==> src/rtl/sssc_params.svh <==
// constants for the scan sequencer control block
`ifndef SSSC_PARAMS_SVH
`define SSSC_PARAMS_SVH
`define SSSC_NCH 16
`define SSSC_CHW 4
`define SSSC_RW 16
`define SSSC_NCFG 4
`define SSSC_CFGW 2
`define SSSC_SWITCH_CYC 4'h4
`define SSSC_SW_ZERO 4'h0
`define SSSC_CH_FIRST 4'h0
`define SSSC_MASK_ZERO 16'h0000
`define SSSC_RES_ZERO 16'h0000
`define SSSC_PWR_LOW 2'h0
`define SSSC_PWR_SLOW 2'h1
`define SSSC_PWR_MID 2'h2
`define SSSC_PWR_HIGH 2'h3
`define SSSC_PWR_FAST_DIV 4'h2
`define SSSC_PWR_MID_DIV 4'h8
`endif

==> src/rtl/sssc_pkg.sv <==
// types for the scan sequencer control block
`default_nettype none
package sssc_pkg;
  typedef enum {SSSC_OFF, SSSC_IDLE, SSSC_CONV, SSSC_SWITCH} sssc_state_t;
  typedef logic [15:0] sssc_word_t;
endpackage
`default_nettype wire

==> src/rtl/sssc_res_if.sv <==
// write port carrying one channel result into the result store
`timescale 1ns/1ps
`default_nettype none
`include "sssc_params.svh"
interface sssc_res_if;
  logic we; // write strobe
  logic [`SSSC_CHW-1:0] waddr; // channel index
  logic [`SSSC_RW-1:0] wdata; // signed result
  logic [`SSSC_CHW-1:0] raddr; // read index
  logic [`SSSC_RW-1:0] rdata; // registered read data
  modport ctl (output we, output waddr, output wdata, output raddr, input rdata);
  modport mem (input we, input waddr, input wdata, input raddr, output rdata);
endinterface
`default_nettype wire

==> src/rtl/sssc_res_mem.sv <==
// per-channel result store with registered read
`timescale 1ns/1ps
`default_nettype none
`include "sssc_params.svh"
module sssc_res_mem
  import sssc_pkg::*;
(
  input wire logic clk,
  sssc_res_if.mem port
);
  // one signed word per channel, index 0 first
  logic [`SSSC_RW-1:0] store [0:`SSSC_NCH-1];
  // write and registered read; contents need no reset, results are overwritten by scans
  always_ff @(posedge clk) begin
    if (port.we) begin
      store[port.waddr] <= port.wdata;
    end
    port.rdata <= store[port.raddr];
  end
endmodule
`default_nettype wire

==> src/rtl/sssc_top.sv <==
// scan sequencer control around a multi-channel successive-approximation converter
// Behaviour
// - stop request lets current conversion finish first
// - full stop halts and selects lowest power
// - stop finishes scan, completion flag/event shows
// - config switch disables then re-enables converter, filter
// - restart of one resumes scanning after switch
// - free-running repeats; one-pass gives one scan
// - runtime mode override; config switch restores mode
// - one-pass trigger edge starts exactly one scan
// - free-running trigger level repeats scans while high
// - scan event interrupt needs local, global enable
// - pending scan event stays until software clears
// - mask write sets/clears mask, clears other flags
// - channel enable mask selects scanned channels
// - completion status nonzero after scan, zero during a scan started from idle
// - reading completion status clears it
// - one result register per channel from zero
// - results are signed 16-bit values
// - low/high limits and per-channel limit mask
// - per-channel saturation mask gates saturation events
// - startup powers with level from clock rate
// - level fall completes started scan, then stops
// - register and trigger starts both stay active
`timescale 1ns/1ps
`default_nettype none
`include "sssc_params.svh"
module sssc_top
  import sssc_pkg::*;
(
  input wire logic CLOCK,
  input wire logic RST,
  input wire logic POWER_UP, // pulse: initialise and power
  input wire logic FULL_STOP, // pulse: halt, lowest power
  input wire logic BEGIN_SCANNING, // pulse: begin_scanning_command
  input wire logic HALT_SCANNING, // pulse: halt_scanning_command
  input wire logic SET_MODE, // pulse: take MODE_IN as run-time mode
  input wire logic MODE_IN, // 1 free-running, 0 one-pass
  input wire logic CONFIG_SWITCH, // pulse: config_switch_command
  input wire logic [`SSSC_CFGW-1:0] CONFIG_SEL, // configuration number
  input wire logic CONFIG_RESTART, // restart after switch
  input wire logic [`SSSC_NCFG-1:0] CONFIG_MODE, // stored mode per config
  input wire logic [`SSSC_NCFG-1:0] CONFIG_FILTER, // filter used per config
  input wire logic [3:0] CLK_DIV, // converter clock divider, sets power level
  input wire logic TRIG_ENABLE, // hardware trigger in use
  input wire logic SCAN_TRIGGER, // asynchronous hardware trigger pin
  input wire logic IRQ_ENABLE, // local interrupt enable
  input wire logic GLOBAL_IRQ_ENABLE, // processor global enable
  input wire logic CLEAR_INTERRUPT, // pulse: clear pending scan event
  input wire logic MASK_WRITE, // pulse: write scan event mask
  input wire logic MASK_VALUE, // 1 set mask, 0 clear
  input wire logic STATUS_READ, // pulse: read completion status
  input wire logic [`SSSC_NCH-1:0] CHAN_MASK, // channel enables
  input wire logic [`SSSC_NCH-1:0] LIMIT_MASK, // channels that may flag limits
  input wire logic [`SSSC_NCH-1:0] SAT_MASK, // channels that may flag saturation
  input wire logic signed [`SSSC_RW-1:0] LOW_LIMIT, // low compare limit
  input wire logic signed [`SSSC_RW-1:0] HIGH_LIMIT, // high compare limit
  input wire logic CONV_DONE, // converter finished one channel
  input wire logic signed [`SSSC_RW-1:0] CONV_DATA, // converter result
  input wire logic CONV_SAT, // converter saturated on this sample
  input wire logic [`SSSC_CHW-1:0] RESULT_SEL, // channel index to read
  output logic CONV_START, // pulse: start channel conversion
  output logic [`SSSC_CHW-1:0] CONV_CHAN, // channel being converted
  output logic CONV_ENABLE, // converter powered and enabled
  output logic FILTER_ENABLE, // filter enabled
  output logic [1:0] POWER_LEVEL, // converter power level
  output logic MODE_FREE, // effective mode
  output logic BUSY, // scan in progress
  output logic COMPLETE_STATUS, // completion status as last read
  output logic SCAN_IRQ, // interrupt to processor
  output logic SCAN_PENDING, // pending scan event flag
  output logic LIMIT_FLAG, // sticky limit flag
  output logic SAT_FLAG, // sticky saturation flag
  output logic signed [`SSSC_RW-1:0] RESULT_DATA // selected result
);
  // whole state in one struct
  typedef struct packed {
    sssc_state_t st;
    logic [1:0] trig_sync; // two-stage synchroniser
    logic trig_prev; // previous synced level for edge
    logic free_mode; // effective mode
    logic run; // free-running start latched
    logic one_req; // one-pass scan requested
    logic halt_req; // stop after current scan
    logic waiting; // conversion outstanding
    logic [`SSSC_CHW-1:0] chan;
    logic [3:0] sw_cnt; // switch dwell
    logic sw_restart;
    logic [`SSSC_CFGW-1:0] cfg;
    logic done_flag; // completion status, read-to-clear
    logic eos_pend;
    logic eos_mask;
    logic conv_start;
    logic conv_en;
    logic filt_en;
    logic [1:0] pwr;
    logic busy;
    logic status_out;
    logic irq;
    logic limit_flag;
    logic sat_flag;
  } sssc_regs_t;

  sssc_regs_t r; // registered state
  sssc_regs_t n; // next state
  sssc_res_if res(); // result store port

  sssc_res_mem u_mem (.clk(CLOCK), .port(res.mem));

  logic trig_lvl; // synchronised trigger
  logic trig_edge; // rising edge
  logic [`SSSC_CHW-1:0] next_chan; // next enabled channel after current
  logic last_chan; // no enabled channel above current
  logic [`SSSC_CHW-1:0] first_chan; // lowest enabled channel
  logic any_chan; // some channel enabled
  logic scan_end; // last channel result arriving
  logic limit_hit; // out-of-range masked result
  logic want_scan; // some source asks for another scan

  assign trig_lvl = r.trig_sync[1];
  assign trig_edge = trig_lvl & ~r.trig_prev;

  // search for the first and the next enabled channel; the mask may change
  // at any time, which reshapes the scan and its rate
  always_comb begin
    first_chan = `SSSC_CH_FIRST;
    any_chan = 1'b0;
    next_chan = r.chan;
    last_chan = 1'b1;
    for (int i = `SSSC_NCH - 1; i >= 0; i--) begin
      if (CHAN_MASK[i]) begin
        first_chan = i[`SSSC_CHW-1:0];
        any_chan = 1'b1;
        if (i > int'(r.chan)) begin
          next_chan = i[`SSSC_CHW-1:0];
          last_chan = 1'b0;
        end
      end
    end
  end

  // result accepted while waiting; it lands at the current channel index
  assign scan_end = r.waiting & CONV_DONE & last_chan;
  assign limit_hit = LIMIT_MASK[r.chan] &
    ((CONV_DATA < LOW_LIMIT) | (CONV_DATA > HIGH_LIMIT));
  // free-running continues on run or held level; one-pass needs a request
  assign want_scan = r.free_mode ? ((r.run & ~r.halt_req) | (TRIG_ENABLE & trig_lvl))
    : r.one_req;

  // result store: one word per channel, signed two's complement
  always_comb begin
    res.we = r.waiting & CONV_DONE;
    res.waddr = r.chan;
    res.wdata = CONV_DATA;
    res.raddr = RESULT_SEL;
  end

  // next-state logic
  always_comb begin
    n = r;
    n.conv_start = 1'b0;
    n.trig_sync = {r.trig_sync[0], SCAN_TRIGGER};
    n.trig_prev = trig_lvl;
    // run-time mode override
    if (SET_MODE) begin
      n.free_mode = MODE_IN;
    end
    // register start and trigger edge both count
    if (BEGIN_SCANNING) begin
      // only a free-running start latches; a one-pass start must not resurface later
      n.run = r.free_mode;
      n.one_req = 1'b1;
      n.halt_req = 1'b0;
    end
    if (TRIG_ENABLE & trig_edge & ~r.free_mode) begin
      n.one_req = 1'b1;
    end
    // stop request only takes effect at the end of the scan
    if (HALT_SCANNING) begin
      n.run = 1'b0;
      n.halt_req = r.busy;
      n.one_req = 1'b0;
    end
    // sticky sample flags
    if (res.we & limit_hit) begin
      n.limit_flag = 1'b1;
    end
    if (res.we & CONV_SAT & SAT_MASK[r.chan]) begin
      n.sat_flag = 1'b1;
    end
    // status read returns and clears; a new completion wins
    if (STATUS_READ) begin
      n.status_out = r.done_flag;
      n.done_flag = 1'b0;
    end
    if (CLEAR_INTERRUPT) begin
      n.eos_pend = 1'b0;
    end
    if (MASK_WRITE) begin
      n.eos_mask = MASK_VALUE;
      n.eos_pend = 1'b0;
      n.limit_flag = 1'b0;
      n.sat_flag = 1'b0;
    end
    case (r.st)
      SSSC_OFF: begin
        n.busy = 1'b0;
        n.conv_en = 1'b0;
        n.filt_en = 1'b0;
        n.pwr = `SSSC_PWR_LOW;
        if (POWER_UP) begin
          n.st = SSSC_IDLE;
          n.conv_en = 1'b1;
          n.filt_en = CONFIG_FILTER[r.cfg];
          // faster converter clock (smaller divider) needs more bias
          n.pwr = (CLK_DIV <= `SSSC_PWR_FAST_DIV) ? `SSSC_PWR_HIGH :
            (CLK_DIV <= `SSSC_PWR_MID_DIV) ? `SSSC_PWR_MID : `SSSC_PWR_SLOW;
        end
      end
      SSSC_IDLE: begin
        n.busy = 1'b0;
        n.halt_req = 1'b0;
        if (want_scan & any_chan) begin
          n.st = SSSC_CONV;
          n.busy = 1'b1;
          n.one_req = 1'b0;
          n.chan = first_chan;
          n.conv_start = 1'b1;
          n.waiting = 1'b1;
          n.done_flag = 1'b0;
        end
      end
      SSSC_CONV: begin
        if (r.waiting & CONV_DONE) begin
          n.waiting = 1'b0;
          if (scan_end) begin
            n.done_flag = 1'b1;
            n.eos_pend = 1'b1;
            // back-to-back only while a source still asks; a fallen level ends here
            if (want_scan & ~r.halt_req & any_chan) begin
              n.chan = first_chan;
              n.conv_start = 1'b1;
              n.waiting = 1'b1;
              n.one_req = 1'b0;
            end else begin
              n.st = SSSC_IDLE;
              n.busy = 1'b0;
              n.halt_req = 1'b0;
            end
          end else begin
            n.chan = next_chan;
            n.conv_start = 1'b1;
            n.waiting = 1'b1;
          end
        end
      end
      SSSC_SWITCH: begin
        n.sw_cnt = r.sw_cnt - 4'h1;
        if (r.sw_cnt == `SSSC_SW_ZERO) begin
          n.conv_en = 1'b1;
          n.filt_en = CONFIG_FILTER[r.cfg];
          n.st = SSSC_IDLE;
          n.run = r.sw_restart;
          n.one_req = r.sw_restart;
        end
      end
      default: begin
        n.st = SSSC_OFF;
      end
    endcase
    // config switch: drop enables, dwell, reload mode
    if (CONFIG_SWITCH & (r.st != SSSC_OFF)) begin
      n.st = SSSC_SWITCH;
      n.cfg = CONFIG_SEL;
      n.free_mode = CONFIG_MODE[CONFIG_SEL];
      n.conv_en = 1'b0;
      n.filt_en = 1'b0;
      n.sw_cnt = `SSSC_SWITCH_CYC;
      n.sw_restart = CONFIG_RESTART;
      n.busy = 1'b0;
      n.waiting = 1'b0;
      n.run = 1'b0;
      n.one_req = 1'b0;
      n.halt_req = 1'b0;
    end
    // full stop cuts enables, power and requests at once; flags stay and a same-cycle start still pulses
    if (FULL_STOP) begin
      n.st = SSSC_OFF;
      n.conv_en = 1'b0;
      n.filt_en = 1'b0;
      n.pwr = `SSSC_PWR_LOW;
      n.busy = 1'b0;
      n.waiting = 1'b0;
      n.run = 1'b0;
      n.one_req = 1'b0;
      n.halt_req = 1'b0;
    end
    n.irq = n.eos_pend & n.eos_mask & IRQ_ENABLE & GLOBAL_IRQ_ENABLE;
  end

  // register the state; synchronous reset to constants
  always_ff @(posedge CLOCK) begin
    if (RST) begin
      r <= '0;
      r.st <= SSSC_OFF;
    end else begin
      r <= n;
    end
  end

  // outputs straight from flip-flops
  always_comb begin
    CONV_START = r.conv_start;
    CONV_CHAN = r.chan;
    CONV_ENABLE = r.conv_en;
    FILTER_ENABLE = r.filt_en;
    POWER_LEVEL = r.pwr;
    MODE_FREE = r.free_mode;
    BUSY = r.busy;
    COMPLETE_STATUS = r.status_out;
    SCAN_IRQ = r.irq;
    SCAN_PENDING = r.eos_pend;
    LIMIT_FLAG = r.limit_flag;
    SAT_FLAG = r.sat_flag;
    RESULT_DATA = res.rdata;
  end
endmodule
`default_nettype wire

==> config.mk <==
export PLATFORM = sky130hd
export DESIGN_NAME = sssc_top
export DESIGN_NICKNAME = d
export VERILOG_FILES = /design/src/rtl/sssc_pkg.sv /design/src/rtl/sssc_res_if.sv /design/src/rtl/sssc_res_mem.sv /design/src/rtl/sssc_top.sv
export VERILOG_INCLUDE_DIRS = /design/src /design/src/rtl
export SDC_FILE = /design/constraint.sdc
export NUM_CORES = 1
export LEC_CHECK = 0
export BUFFER_PORTS_ARGS = -buffer_cell sky130_fd_sc_hd__buf_4
export CAP_MARGIN = 20
export CORE_MARGIN = 3
export CORE_UTILIZATION = 40
export DETAILED_ROUTE_END_ITERATION = 8
export GPL_TIMING_DRIVEN = 0
export PLACE_DENSITY_LB_ADDON = 0.12
export SLEW_MARGIN = 10
export SYNTH_ARGS = -nofsm -noshare
export SYNTH_HDL_FRONTEND = slang
export SYNTH_HIERARCHICAL = 1
export SYNTH_SLANG_ARGS = --single-unit
==> constraint.sdc <==
create_clock -name CLOCK -period 6.2 [get_ports CLOCK]
set_input_delay 0.62 -clock CLOCK [delete_from_list [all_inputs] [get_ports CLOCK]]
set_output_delay 0.62 -clock CLOCK [all_outputs]
set_load 0.01 [all_outputs]
==> flow_summary.yaml <==
yosys:
  yosys.area_share.simple_pct: 7.12
  yosys.area.top_type: "edfxtp_1"
  async_reset_ff_share_pct: 0
  synth_fa_ha_area_share_pct: 3.62
  yosysWarnings: 6
  synthXorXnorAreaFrac_pct: 0.195
  synth_edf_count: 256
  ys_ff_latch: 306
  ys_seq_area_share_pct: 64.4
  synth_nets: 1028
  syn_inst: 855
  synth.distinct_cells: 73
  syn_area_mm2: 0.0135
  ys_top_cells_by_area: "edfxtp_1 57%, mux4_2 11%, dfxtp_1 7.4%"
  synth_top_family_by_area: "multiplexers"
  synth.avg_cell_area_um2: 15.8
  synth.area.mux_share_pct: 13.5
  synth_flop_cell: "edfxtp_1"
  synth_top_area_share_pct: 57.0
  synth-compound-area-share_pct: 8.00
cts:
  cts_tree: "done"
  ctsHoldBuffers: 0
  clk_latency_ps: 500
  cts_sinks: 306
  clk_pin_slew_worst_paths_ps: 60
  h-tree-depth: 2
  cts_buffers: 34
  cts_resized: 0
  cts_root_buf: "clkbuf_16"
  clockBufferDepth: 3
  postCtsSetupBuffers: 0
placed_design:
  place_congestion: 0.844
  dp_hpwl_mm: 23.7
  dp_cells: 1478
  port_buffers: 162
power_and_ir_drop:
  p_clk_share_pct: 43.0
  internal_power_w: 0.00359
  p_leak_nw: 6.05
  ir_drop_mv: 0.165
  combPwrFrac_pct: 7.8
  power_density_mw_per_mm2: 275
  seqPwrFrac_pct: 49.2
  p_switching_w: 0.000982
  switching_share_pct: 21.5
drt:
  wl_per_cell_um: 21.4
  ant_nets: 0
  wl_mm: 32.9
  drt-vias-per-instance: 5.41
  firstDrtPassIters: 5
  drt_iter0_markers: 578
  drc_errors: 0
  num_vias: 8321
sta:
  skew_ps: 19.4
  rsz0062_at_grt: "false"
  layout_min_cycle_time_ps: 2760
  fmax_ghz: 0.363
  finalSetupViolations: 0
  hold_viol: 0
  fin_tns_setup_ps: 0
  drv_slew: 0
  worstMarginPinSlew_ps: 818
  fin_crit_sh_pct: 44.5
  slew-limit-headroom_pct: 44.7
floorplan:
  num_rows: 66
  io-pin-count: 166
  core_area_mm2: 0.0329
  fp.dieW_um: 190
  die_y_um: 190
  initial_utilization_pct: 41.1
  dieArea_mm2: 0.0360
global_routing:
  grt-ovfl-total: 0
  grt_max_degree: 19
  grt.total_usage_pct: 18.3
  antenna_found_initial: 0
  grt_pass1_wl_mm: 50.3
  grt_pass1_vias: 8550
status:
  status: "finished, final reports clean"
layout:
  num_antenna_cells: 0
  post_route_cells_drive_above_1_share_pct: 31.6
  final_cell_mix: "256 x edfxtp_1, 178 x buf_4, 65 x mux4_2"
  final_common_cell: "edfxtp_1"
  seq_area_mm2: 0.00869
  nets: 1245
  finalNonFillerCells: 1539
  multi_input_area_mm2: 0.00443
  area_growth_pct: 23.3
  fillers: 2828
critical_path:
  start_kind: "flip-flop"
  crit_fanout: 10
  required_ps: 6570
  crit_top_cell: "mux4_2"
  end_kind: "flip-flop"
  crit_type: "flip-flop to flip-flop"
  slowest_delay_ps: 550
  cpMaxStageDelayCell: "dfxtp_1"
  path_cells: "buf_4 -> buf_6 -> clkbuf_1 -> mux4_2 -> mux4_2 -> a31oi_1 -> nor3_1"
  crit_arrival_ps: 3130
hold_path:
  min_path_type: "input pin to flip-flop"
flow_run:
  drv_cap: 0
per-layer routing:
layer / share of wire (%) / GRT usage (%)
met5: 0 / 0
met1: 44 / 25.4
met2: 48 / 30.2
met4: 2.0 / 4.41
met3: 5.6 / 3.28
final cells by class:
type                    count  area share (%)
plain buffers              41            1.50
clock buffers              44            5.53
clock inverters            17            1.03
inverters                  47            1.06
multi-input cells         461            26.6
flip-flops and latches    306            52.2
well taps                 442            3.32
repair buffers            181            8.73
synthesized netlist by cell type, drive strengths merged (3+ instances only):
cell type and n:
a21o 9, a211oi 3, a21oi 28, a31oi 7, edfxtp 256, o22ai 4
o31ai 5, a22o 5, nor2 42, a2111oi 6, nand3 8, nor3 21
dfxtp 50, mux4 76, buf 25, nor2b 10, nand2b 13, ha 39
o21a 4, nand2 53, a22oi 32, mux2i 7, nor4 5, a21boi 3
nor3b 6, or3 4, o21ai 13, inv 46, and2 3, o211ai 4
nand4 9, clkbuf 16, nand3b 3
registers in the layout, indices dropped and copies added (netlist names):
| register | count |
|---|---|
| BUSY | 1 |
| COMPLETE_STATUS | 1 |
| CONV_CHAN | 4 |
| CONV_ENABLE | 1 |
| CONV_START | 1 |
| FILTER_ENABLE | 1 |
| LIMIT_FLAG | 1 |
| MODE_FREE | 1 |
| POWER_LEVEL | 2 |
| SAT_FLAG | 1 |
| SCAN_IRQ | 1 |
| SCAN_PENDING | 1 |
| n | 2 |
| r | 16 |
| u_mem/port.rdata | 16 |
| u_mem/store | 256 |
path summary, 6_finish.rpt:
| kind | from | to | slack, ps | cells past startpoint |
|---|---|---|---|---|
| max | CONV_CHAN[1] | SAT_FLAG | 3440 | 7 |
| min | FULL_STOP | POWER_LEVEL[1] | 290 | 2 |
| max reg2reg | CONV_CHAN[1] | SAT_FLAG | 3440 | 7 |
| min reg2reg | n[31] | n[29] | 440 | 1 |
through the flow:
stage / worst slack [ps] / hold slack (ps) / cell area [µm²] / util [%] / power [W]
finish: 3440 / 286 / 16600 / 50.6 / 0.00457
global placement: 1840 / 419 / 15300 / 46.4 / 0.00265
detailed placement: 3440 / 442 / 15500 / 47.3 / 0.00265
CTS: 3420 / 261 / 16600 / 50.6 / 0.00463
floorplan: 3310 / 414 / 13500 / - / 0.00247
global route: 3320 / 266 / 16600 / 50.6 / 0.00475
power groups by stage:
stage,sequential (W),combinational (W),clock [W]
finish,0.00225,0.000357,0.00197
floorplan,0.00230,0.000173,0
global placement,0.00229,0.000359,0
detailed placement,0.00229,0.000362,0
CTS,0.00225,0.000363,0.00201
global route,0.00225,0.000394,0.00210
cells by family (layout without fill, tap and decap cells):
family                   count (synthesis)  in the layout
flip-flops                             306            306
buffers and inverters                   88            330
AO/OA/AOI/OAI                          149            149
multiplexers                            83             83
adder cells (fa/ha/maj)                 39             39
XOR/XNOR                                 3              3
AND/OR/NAND/NOR                        187            187
worst max-delay path, delay by kind of cell (launching register included):
kind	cells	cell delay [ps]
buffers and inverters	3	890
AOI/OAI and AO/OA	1	200
DFF	1	550
and+or+nand+nor	1	60
muxes	2	920
(Power assumes the default switching activity.)
